**config.mk**
```make
export PLATFORM = sky130hd
export DESIGN_NAME = vhc_top
export DESIGN_NICKNAME = d
export VERILOG_FILES = /design/src/verilog/vhc_pkg.sv /design/src/verilog/vhc_cmp_if.sv /design/src/verilog/vhc_hyst.sv /design/src/verilog/vhc_top.sv
export SDC_FILE = /design/constraint.sdc
export NUM_CORES = 1
export LEC_CHECK = 0
export BUFFER_PORTS_ARGS = -buffer_cell sky130_fd_sc_hd__buf_2
export CAP_MARGIN = 30
export CORE_AREA = 2 2 146 148
export DETAILED_ROUTE_END_ITERATION = 7
export DIE_AREA = 0 0 148 150
export GPL_TIMING_DRIVEN = 1
export PLACE_DENSITY = 0.69
export SKIP_LAST_GASP = 1
export SLEW_MARGIN = 25
export SYNTH_ARGS = -nofsm -noshare
export SYNTH_HDL_FRONTEND = slang
export SYNTH_SLANG_ARGS = --single-unit
export TNS_END_PERCENT = 10
```
**constraint.sdc**
```tcl
create_clock -name clk -period 10.6 [get_ports clk]
set_input_delay 1.06 -clock clk [delete_from_list [all_inputs] [get_ports clk]]
set_output_delay 1.06 -clock clk [all_outputs]
set_load 0.01 [all_outputs]
```
**src/verilog/vhc_pkg.sv**
```systemverilog
/*
  shared constants for the vacuum hysteresis controller: register map,
  field positions, reset values, led bar scale and timing figures.
  assumes a 100 MHz clock and a sensor that reports vacuum in mbar.
*/
package vhc_pkg;

  // ----------------------------------------------------------------
  // clock and timing
  // ----------------------------------------------------------------
  localparam int CLK_FREQ_HZ      = 100_000_000;
  localparam int MS_PER_S         = 1000;
  localparam int SUPPLY_BLIP_MS   = 50;    // length of the supply blink
  localparam int SUPPLY_PERIOD_MS = 1000;  // repeat of the supply blink
  localparam int FLASH_HALF_MS    = 100;   // half period of rapid flash

  // ----------------------------------------------------------------
  // vacuum scale
  // ----------------------------------------------------------------
  localparam int               VAC_W         = 11;
  localparam logic [10:0]      LIMIT_MAX     = 11'h7FF;  // control off
  localparam logic [10:0]      PP_HYST_MBAR  = 11'h00A;  // fixed 10 mbar
  localparam logic [10:0]      CTRL_HYST_DIV = 11'h005;  // one fifth
  localparam int               LED_N         = 8;
  // bar positions in percent, index 0 is the lowest led
  localparam logic [7:0][6:0]  LED_PCT       = {7'h64, 7'h4B, 7'h41, 7'h37,
                                                7'h28, 7'h1E, 7'h14, 7'h0A};
  localparam logic [6:0]       PCT_FULL      = 7'h64;

  // ----------------------------------------------------------------
  // register offsets (byte addresses)
  // ----------------------------------------------------------------
  localparam logic [7:0] OFS_CFG      = 8'h00;
  localparam logic [7:0] OFS_CTRL_LIM = 8'h04;
  localparam logic [7:0] OFS_PP_LIM   = 8'h08;
  localparam logic [7:0] OFS_BLOW_MS  = 8'h0C;
  localparam logic [7:0] OFS_STATUS   = 8'h10;
  localparam logic [7:0] OFS_IRQ_ST   = 8'h14;
  localparam logic [7:0] OFS_IRQ_MSK  = 8'h18;
  localparam logic [7:0] OFS_VACUUM   = 8'h1C;

  // ----------------------------------------------------------------
  // fields and reset values
  // ----------------------------------------------------------------
  localparam int CFG_NC_BIT    = 0;
  localparam int ST_VENTURI    = 0;
  localparam int ST_BLOWOFF    = 1;
  localparam int ST_PART       = 2;
  localparam int ST_OOR        = 3;
  localparam int ST_SUCTION    = 4;
  localparam int IRQ_PP_RISE   = 0;
  localparam int IRQ_PP_FALL   = 1;
  localparam int IRQ_OOR       = 2;
  localparam int IRQ_BLOW_DONE = 3;
  localparam int IRQ_N         = 4;

  localparam logic        CFG_NC_RST   = 1'b1;
  localparam logic [10:0] CTRL_LIM_RST = 11'h226;  // 550 mbar
  localparam logic [10:0] PP_LIM_RST   = 11'h190;  // 400 mbar
  localparam logic [10:0] BLOW_MS_RST  = 11'h000;  // external blow-off
  localparam logic [3:0]  IRQ_MSK_RST  = 4'h0;

endpackage : vhc_pkg

```
**src/verilog/vhc_cmp_if.sv**
```systemverilog
/*
  carrier between the top and one hysteresis comparator.
  assumes one clock domain shared by both ends.
*/
`timescale 1ns/1ps
interface vhc_cmp_if #(parameter int W = 11);
  logic [W-1:0] level;    // measured vacuum
  logic [W:0]   on_thr;   // switch on at or above
  logic [W:0]   off_thr;  // switch off below
  logic         enable;   // low clears the state
  logic         active;   // comparator state

  modport ctrl (output level, output on_thr, output off_thr, output enable, input active);
  modport cmp  (input level, input on_thr, input off_thr, input enable, output active);
endinterface : vhc_cmp_if

```
**src/verilog/vhc_hyst.sv**
```systemverilog
/*
  two-threshold comparator with a held state.
  assumes thresholds are stable for at least one cycle around a change.
*/
`timescale 1ns/1ps
module vhc_hyst
  import vhc_pkg::*;
#(
  parameter int W = 11
) (
  input  wire logic  clk,     // system clock
  input  wire logic  arst_n,  // async reset, active low
  vhc_cmp_if.cmp     cmp      // thresholds in, state out
);

  typedef struct packed {
    logic active;
  } vhc_hyst_s;

  vhc_hyst_s q;
  vhc_hyst_s d;

  // ----------------------------------------------------------------
  // state update
  // ----------------------------------------------------------------
  // set and clear never overlap because the held state picks one test
  always_comb begin
    d = q;
    if (!cmp.enable) begin
      d.active = 1'b0;
    end else if (q.active) begin
      if ({1'b0, cmp.level} < cmp.off_thr) d.active = 1'b0;
    end else begin
      if ({1'b0, cmp.level} >= cmp.on_thr) d.active = 1'b1;
    end
  end

  always_ff @(posedge clk or negedge arst_n) begin
    if (!arst_n) q <= '0;
    else q <= d;
  end

  assign cmp.active = q.active;

endmodule : vhc_hyst

```
**src/verilog/vhc_top.sv**
```systemverilog
/*
  vacuum hysteresis controller: air-saving control of vacuum generation,
  part-present output, blow-off timing and the led bar, with an apb slave.
  assumes command inputs and the vacuum sample are synchronous to clk.
*/
// Notes on behaviour
// RULE1: generation stops once vacuum reaches the control limit.
// RULE2: after stopping, generation restarts when vacuum falls below limit minus hysteresis.
// RULE3: a control limit at its maximum disables control and keeps generation on during suction.
// RULE4: when no bar led is lit the full-scale led blinks briefly to show supply.
// RULE5: the single part-present output is active high and cannot be inverted.
// RULE6: part-present sets above its limit and clears below the lower limit.
// RULE7: the led bar shows vacuum as a percentage of the maximum vacuum.
// RULE8: out-of-range vacuum flashes the end led rapidly, the 10% led for overpressure.
// RULE9: the controller drives suction and blow-off commands and gets part-present back.
// RULE10: control hysteresis is one fifth of the control limit.
// RULE11: part-present hysteresis is a fixed 10 mbar below its limit.
// RULE12: normally-closed variant turns generation on with suction, normally-open turns it off.
// RULE13: a nonzero blow-off time gives timed blow-off on leaving suction, else blow-off follows its input.
// RULE14: without suction generation stays off and control state is cleared.
`timescale 1ns/1ps
module vhc_top
  import vhc_pkg::*;
#(
  parameter int          CYC_PER_MS   = CLK_FREQ_HZ / MS_PER_S,
  parameter logic [10:0] MAX_VAC_MBAR = 11'h384
) (
  input  wire logic               clk,                    // system clock
  input  wire logic               arst_n,                 // async reset, active low
  input  wire logic               psel,                   // apb select
  input  wire logic               penable,                // apb enable
  input  wire logic               pwrite,                 // apb direction
  input  wire logic [7:0]         paddr,                  // apb byte address
  input  wire logic [31:0]        pwdata,                 // apb write data
  output logic      [31:0]        prdata,                 // apb read data
  output logic                    pready,                 // apb ready
  output logic                    pslverr,                // apb error
  input  wire logic               suction_command_input,  // suction command
  input  wire logic               blowoff_command_input,  // blow-off command
  input  wire logic signed [11:0] vacuum_mbar,            // sensor, negative is overpressure
  output logic                    venturi_on,             // vacuum generation valve
  output logic                    blowoff_valve,          // blow-off valve
  output logic                    part_present,           // part-present output
  output logic      [LED_N-1:0]   led_bar,                // bar leds, bit 0 is 10%
  output logic                    irq                     // level interrupt
);

  localparam int MS_W = $clog2(CYC_PER_MS + 1);

  // ----------------------------------------------------------------
  // state
  // ----------------------------------------------------------------
  typedef struct packed {
    logic              pready;
    logic              pslverr;
    logic [31:0]       prdata;
    logic              nc;
    logic [10:0]       ctrl_lim;
    logic [10:0]       pp_lim;
    logic [10:0]       blow_ms;
    logic [IRQ_N-1:0]  irq_st;
    logic [IRQ_N-1:0]  irq_msk;
    logic              irq;
    logic              suct_prev;
    logic              pp_prev;
    logic              oor_prev;
    logic [10:0]       blow_cnt;
    logic              blow_on;
    logic              venturi;
    logic [MS_W-1:0]   ms_cnt;
    logic              ms_tick;
    logic [9:0]        sup_cnt;
    logic [9:0]        flash_cnt;
    logic              flash_ph;
    logic [LED_N-1:0]  led;
  } vhc_top_s;

  vhc_top_s q;
  vhc_top_s d;

  // ----------------------------------------------------------------
  // comparators
  // ----------------------------------------------------------------
  vhc_cmp_if #(.W(VAC_W)) ctl_if ();
  vhc_cmp_if #(.W(VAC_W)) pp_if ();

  vhc_hyst #(.W(VAC_W)) u_ctl (
    .clk    (clk),
    .arst_n (arst_n),
    .cmp    (ctl_if.cmp)
  );

  vhc_hyst #(.W(VAC_W)) u_pp (
    .clk    (clk),
    .arst_n (arst_n),
    .cmp    (pp_if.cmp)
  );

  logic        suct;
  logic        ctrl_dis;
  logic        over_p;
  logic        oor;
  logic [10:0] vac_pos;
  logic [10:0] ctrl_off;
  logic [10:0] pp_off;

  // input conditioning and thresholds
  always_comb begin
    suct     = q.nc ? suction_command_input : ~suction_command_input;  // [RULE12]
    ctrl_dis = (q.ctrl_lim == LIMIT_MAX);                               // [RULE3]
    over_p   = vacuum_mbar[11];
    vac_pos  = over_p ? 11'h000 : vacuum_mbar[10:0];
    oor      = over_p || (vac_pos > MAX_VAC_MBAR);
    ctrl_off = q.ctrl_lim - (q.ctrl_lim / CTRL_HYST_DIV);               // [RULE10]
    pp_off   = (q.pp_lim > PP_HYST_MBAR) ? (q.pp_lim - PP_HYST_MBAR) : 11'h000;  // [RULE11]
  end

  // control comparator: stop at the limit, restart below the hysteresis
  assign ctl_if.level   = vac_pos;
  assign ctl_if.on_thr  = {1'b0, q.ctrl_lim};             // [RULE1]
  assign ctl_if.off_thr = {1'b0, ctrl_off};               // [RULE2]
  assign ctl_if.enable  = suct && !ctrl_dis;              // [RULE14]

  // part-present comparator: strictly above the limit to set
  assign pp_if.level    = vac_pos;
  assign pp_if.on_thr   = {1'b0, q.pp_lim} + 12'h001;     // [RULE6]
  assign pp_if.off_thr  = {1'b0, pp_off};                 // [RULE6]
  assign pp_if.enable   = 1'b1;

  // ----------------------------------------------------------------
  // apb read mux
  // ----------------------------------------------------------------
  logic [31:0] rd_val;
  logic        hit;
  logic [4:0]  stat;

  always_comb begin
    stat        = '0;
    stat[ST_VENTURI] = q.venturi;
    stat[ST_BLOWOFF] = q.blow_on;
    stat[ST_PART]    = pp_if.active;
    stat[ST_OOR]     = oor;
    stat[ST_SUCTION] = suct;
    hit    = 1'b1;
    rd_val = '0;
    unique case (paddr)
      OFS_CFG:      rd_val[CFG_NC_BIT] = q.nc;
      OFS_CTRL_LIM: rd_val[10:0] = q.ctrl_lim;
      OFS_PP_LIM:   rd_val[10:0] = q.pp_lim;
      OFS_BLOW_MS:  rd_val[10:0] = q.blow_ms;
      OFS_STATUS:   rd_val[4:0] = stat;
      OFS_IRQ_ST:   rd_val[IRQ_N-1:0] = q.irq_st;
      OFS_IRQ_MSK:  rd_val[IRQ_N-1:0] = q.irq_msk;
      OFS_VACUUM:   rd_val[11:0] = vacuum_mbar;
      default:      hit = 1'b0;
    endcase
  end

  // ----------------------------------------------------------------
  // next state
  // ----------------------------------------------------------------
  logic             access;
  logic             wr;
  logic             susp_fall;
  logic [IRQ_N-1:0] ev;
  logic             any_led;
  logic [19:0]      scaled;
  logic [19:0]      level_i;

  always_comb begin
    d         = q;
    access    = psel && penable;
    wr        = access && q.pready && pwrite && hit;
    susp_fall = q.suct_prev && !suct;
    ev        = '0;
    scaled    = 20'(vac_pos) * 20'(PCT_FULL);
    level_i   = '0;
    any_led   = 1'b0;

    // apb: answer one cycle into the access phase
    d.pready = access && !q.pready;
    if (access && !q.pready) begin
      d.prdata  = (hit && !pwrite) ? rd_val : 32'h0000_0000;
      d.pslverr = !hit;
    end else begin
      d.pslverr = 1'b0;
    end

    // writes land on the edge that sees pready high
    if (wr) begin
      unique case (paddr)
        OFS_CFG:      d.nc = pwdata[CFG_NC_BIT];
        OFS_CTRL_LIM: d.ctrl_lim = pwdata[10:0];
        OFS_PP_LIM:   d.pp_lim = pwdata[10:0];
        OFS_BLOW_MS:  d.blow_ms = pwdata[10:0];
        OFS_IRQ_MSK:  d.irq_msk = pwdata[IRQ_N-1:0];
        default:      d.irq_msk = q.irq_msk;
      endcase
    end

    // millisecond tick shared by all timers
    d.ms_tick = 1'b0;
    if (q.ms_cnt == MS_W'(CYC_PER_MS - 1)) begin
      d.ms_cnt  = '0;
      d.ms_tick = 1'b1;
    end else begin
      d.ms_cnt = q.ms_cnt + MS_W'(1);
    end

    // vacuum generation with air saving
    d.venturi   = suct && (ctrl_dis || !ctl_if.active);  // [RULE1] [RULE3] [RULE14]
    d.suct_prev = suct;

    // blow-off: timed on leaving suction, else follow the input
    if (q.blow_ms != 11'h000) begin
      if (suct) begin
        d.blow_on  = 1'b0;
        d.blow_cnt = '0;
      end else if (susp_fall) begin
        d.blow_on  = 1'b1;                               // [RULE13]
        d.blow_cnt = q.blow_ms;
      end else if (q.blow_on && q.ms_tick) begin
        d.blow_cnt = q.blow_cnt - 11'h001;
        if (q.blow_cnt == 11'h001) begin
          d.blow_on = 1'b0;
          ev[IRQ_BLOW_DONE] = 1'b1;
        end
      end
    end else begin
      d.blow_on  = blowoff_command_input && !suct;       // [RULE13]
      d.blow_cnt = '0;
    end

    // events into sticky status
    d.pp_prev  = pp_if.active;
    d.oor_prev = oor;
    ev[IRQ_PP_RISE] = pp_if.active && !q.pp_prev;
    ev[IRQ_PP_FALL] = !pp_if.active && q.pp_prev;
    ev[IRQ_OOR]     = oor && !q.oor_prev;
    // a new event beats a write-one-to-clear in the same cycle
    if (wr && paddr == OFS_IRQ_ST) begin
      d.irq_st = (q.irq_st & ~pwdata[IRQ_N-1:0]) | ev;
    end else begin
      d.irq_st = q.irq_st | ev;
    end
    d.irq = |(d.irq_st & d.irq_msk);

    // supply blink and rapid flash timebases
    if (q.ms_tick) begin
      d.sup_cnt = (q.sup_cnt == 10'(SUPPLY_PERIOD_MS - 1)) ? 10'h000 : q.sup_cnt + 10'h001;
      if (q.flash_cnt == 10'(FLASH_HALF_MS - 1)) begin
        d.flash_cnt = 10'h000;
        d.flash_ph  = !q.flash_ph;
      end else begin
        d.flash_cnt = q.flash_cnt + 10'h001;
      end
    end

    // bar as a fraction of the maximum vacuum
    for (int i = 0; i < LED_N; i++) begin
      level_i  = 20'(MAX_VAC_MBAR) * 20'(LED_PCT[i]);
      d.led[i] = (scaled >= level_i) && (scaled != 20'h00000);  // [RULE7]
      any_led  = any_led | d.led[i];
    end
    if (over_p) begin
      d.led    = '0;
      d.led[0] = q.flash_ph;                              // [RULE8]
    end else if (oor) begin
      d.led[LED_N-1] = q.flash_ph;                        // [RULE8]
    end else if (!any_led) begin
      d.led[LED_N-1] = (q.sup_cnt < 10'(SUPPLY_BLIP_MS)); // [RULE4]
    end
  end

  // ----------------------------------------------------------------
  // registers
  // ----------------------------------------------------------------
  always_ff @(posedge clk or negedge arst_n) begin
    if (!arst_n) begin
      q          <= '0;
      q.nc       <= CFG_NC_RST;
      q.ctrl_lim <= CTRL_LIM_RST;
      q.pp_lim   <= PP_LIM_RST;
      q.blow_ms  <= BLOW_MS_RST;
      q.irq_msk  <= IRQ_MSK_RST;
    end else begin
      q <= d;
    end
  end

  // ----------------------------------------------------------------
  // outputs, all from flops
  // ----------------------------------------------------------------
  assign prdata        = q.prdata;
  assign pready        = q.pready;
  assign pslverr       = q.pslverr;
  assign venturi_on    = q.venturi;
  assign blowoff_valve = q.blow_on;
  assign part_present  = pp_if.active;  // fixed active-high sense [RULE5] [RULE9]
  assign led_bar       = q.led;
  assign irq           = q.irq;

endmodule : vhc_top

```
==> Implementation_results.wiki <==
{| class="wikitable"
! Metric !! Value
|-
| Type of the worst min-delay path || flop to flop
|-
| Worst Setup Path Type || flop to flop
|-
| Layout cells sized above 1 || ~15%
|-
| Global placement routability congestion || around 0.91
|-
| Total standard cell area after synthesis || roughly 10000 um^2
|-
| Per-cell routed wire length || roughly 16 um
|-
| Critical path arrival || 7.32 ns
|-
| Depth of the worst hold-timing path || 1
|-
| Startpoint kind of the worst setup timing path || flop
|-
| IR drop worst, VDD || around 0.07 mV
|-
| Number of different library cells in the post-synthesis netlist || 90
|-
| Cell with the most instances after synthesis || dfrtp_1
|-
| Unrepaired setup endpoints after global routing || no
|-
| Leading post-synthesis cells by cell area || dfrtp_1 (28%), ha_1 (13%), mux2_2 (4.9%), xnor2_1 (4.2%), nand2_1 (3.4%)
|-
| Run status || completed
|-
| Total I/O pin count || between 100 and 150
|-
| Iteration-0 DRC count of the detailed router || a little under 600
|-
| Setup slack after layout || roughly 3.6 ns
|-
| Via count || just over 8000
|-
| Initial antenna violation count || 0
|-
| Post-CTS setup repair buffer count || 0
|-
| Sum of negative setup slack || 0 ns
|-
| Slowest cell on crit path || dfstp_2
|-
| Element type at the critical path end || flop
|-
| Final-report hold violation count || 0
|-
| CTS sink cnt || roughly 120
|-
| Die extent in x || between 100 and 150 um
|-
| Hold-fix buffers at CTS || 0
|-
| Total half-perimeter wirelength after legalization and detailed placement || around 17000 um
|-
| Setup skew after layout || about 0.011 ns
|-
| Req. time, crit path || around 11 ns
|-
| Pwr Density || between 100 and 150 nW/um^2
|-
| Count of synthesis-stage warnings from yosys || 0
|-
| Detailed-routing iteration count for the pre-antenna-repair pass || 5
|-
| Total die area || about 22000 um^2
|-
| FILL cells || between 1500 and 2000
|-
| Biggest cell delay along the critical path || just under 0.8 ns
|-
| Final total power || around 1300 uW
|-
| Synthesis-stage register bit count || 122
|-
| Wire length of the first global-routing pass || approximately 39000 um
|-
| Count of pins over their slew limit || 0
|-
| Async SR Flop Fraction || 100%
|-
| Crit share post-route || around two thirds
|-
| Sequential share of the synthesized area || between 30% and 40%
|-
| Post-cts gate resize count || 0
|-
| CTS tree || yes
|-
| CTS clock-pin slew for the worst setup and hold paths || roughly 0.060 ns
|-
| Overflow left after global routing || 0
|-
| Minimum setup slack after placement || ~3.7 ns
|-
| Number of antenna-violating nets in the routed design || 0
|-
| Highest net fanout along the worst path || 22
|-
| Maximum number of pins on one net before global-route repair || slightly above 70
|-
| Cell type with the largest total area after synthesis || dfrtp_1
|-
| Port buffer count || 63
|-
| Leakage power || ~0.0051 uW
|-
| Number of cell rows || 53
|-
| Nets || 1344
|-
| Number of cells on the worst reg-to-reg path || 32
|-
| Layout-stage area growth over the synthesis result || 8.12%
|-
| Antenna diodes || 0
|-
| CTS buffer count || 17
|-
| Remaining DRCs || 0
|-
| Total wire length after detailed routing || 23800 um
|-
| Worst slew pin tran || between 0.8 and 0.9 ns
|-
| Root Buffer || clkbuf_16
|-
| Vias in the first global route || 7779
|-
| Vertical die dimension || approximately 150 um
|-
| Global-route usage over all layers || around 22%
|-
| Most used flip-flop cell after synthesis || dfrtp_1
|-
| Starting Density || approximately half
|-
| Number of buffers on the longest clock path || 2
|-
| Reported max-cap violation count || 0
|-
| Setup Viol. Count Final || 0
|-
| Highest Clock Rate || roughly 140 MHz
|-
| Via density || 5.66
|-
| Number of levels in the clock H-tree || 4
|-
| Clock latency reported for the late side of the worst-skew pair || roughly 0.43 ns
|-
| Share of the synthesized area in the top cell type || between 20% and 30%
|-
| Post-synth EDFFs || 0
|-
| Tightest slew margin relative to the limit || roughly two fifths
|-
| Syn avg cell area || ~8.8 um^2
|-
| Final critical path time including I/O delays and setup || 7.00 ns
|-
| Gate Count Post-Synth || between 1000 and 1500
|-
| Top cell types by occurrence after synthesis || dfrtp_1 (114), ha_1 (108), nand2_1 (93), nor2_1 (93), inv_1 (78)
|-
| Std-Cell Core Area || between 20000 and 25000 um^2
|-
| Cell repeated most along the worst path || o21ai_0
|}
==> power breakdown <==
part | switching (uW) | total [uW] | internal [uW]
sequential | 10.3 | 486 | 476
combinational | 130 | 215 | 85.1
clock | 240 | 567 | 327
total | 380 | 1270 | 889
==> state kept, by name, indices dropped and copies added (netlist names) <==
name              flops
irq                   1
pready                1
led_bar               8
prdata               12
u_ctl.cmp.active      1
blowoff_valve         1
q                    84
venturi_on            1
u_pp.cmp.active       1
ctl_if.on_thr        11
pslverr               1
==> per-layer routing <==
layer  vias to the layer above  routed length (um)  global-route usage, %
li1                       4049                   -                      -
met1                      3950               11200                   30.7
met2                       224               10900                   34.9
met3                        26                1370                   4.30
met4                         0                 376                   6.81
met5                         -                   0                      0
==> worst paths after layout <==
path	endpoint	slack, ns	from
max	u_ctl.cmp.active	3.60	ctl_if.on_thr[9]
min	q[30]	0.47	q[30]
max reg2reg	u_ctl.cmp.active	3.60	ctl_if.on_thr[9]
min reg2reg	q[30]	0.47	q[30]
max in group asynchronous	ctl_if.on_thr[5]	8.83	arst_n
min in group asynchronous	prdata[8]	0.66	arst_n
==> stage by stage <==
stage / util (%) / area (um^2) / hold slack (ns) / cells
finish: 53.1 / 11000 / 0.467 / 1458
global route: 53.1 / 11000 / 0.496 / 1458
CTS: 53.0 / 11000 / 0.466 / 1457
detailed placement: 50.2 / 10400 / 0.459 / 1425
global placement: 50.2 / 10400 / 0.447 / 1424
floorplan: - / 10200 / 0.432 / 1170
==> layout by cell type (no fill, tap or decap), types with 17 or more instances in the layout <==
master     netlist  routed
dfrtp_1        114     114
conb_1           1      20
o21ai_0         57      57
nand2b_1        25      25
xor2_1          28      28
o21a_1          17      17
a21oi_1         58      58
ha_1           108     108
nor3_1          18      18
nand2_1         93      93
clkbuf_16        0      17
xnor2_1         49      49
inv_1           78      78
mux2_2          44      44
buf_2            5      63
nor2_1          93      93
nand3_1         42      42
==> layout make-up <==
type / instances / area, um^2 / share of cell area [%]
multi-input cells: 879 / 6320 / 57.6
flip-flops and latches: 122 / 3060 / 27.9
clock buffers: 18 / 429 / 3.91
repair buffers: 69 / 380 / 3.46
well taps: 275 / 344 / 3.13
inverters: 81 / 304 / 2.77
clock inverters: 14 / 139 / 1.26
==> worst max-delay path, delay by kind of cell, from the launching register on <==
kind	cells	cell delay, ns
AOI/OAI and AO/OA	16	3.17
adders and majority gates	5	1.57
and+or+nand+nor	8	1.18
DFF	1	0.78
xor gates and xnor gates	2	0.18
buffers and inverters	1	0.04
==> cell families after synthesis <==
| family | count (synthesis) | share of synthesized area, % |
|---|---|---|
| xor gates and xnor gates | 77 | 6.64 |
| and+or+nand+nor | 363 | 17.6 |
| buffers and inverters | 169 | 8.30 |
| AOI/OAI and AO/OA | 247 | 16.1 |
| muxes | 54 | 6.11 |
| DFF | 122 | 30.2 |
| other | 1 | 0.0369 |
| adders and majority gates | 118 | 15.0 |
Power figures use the tool's default switching activity.
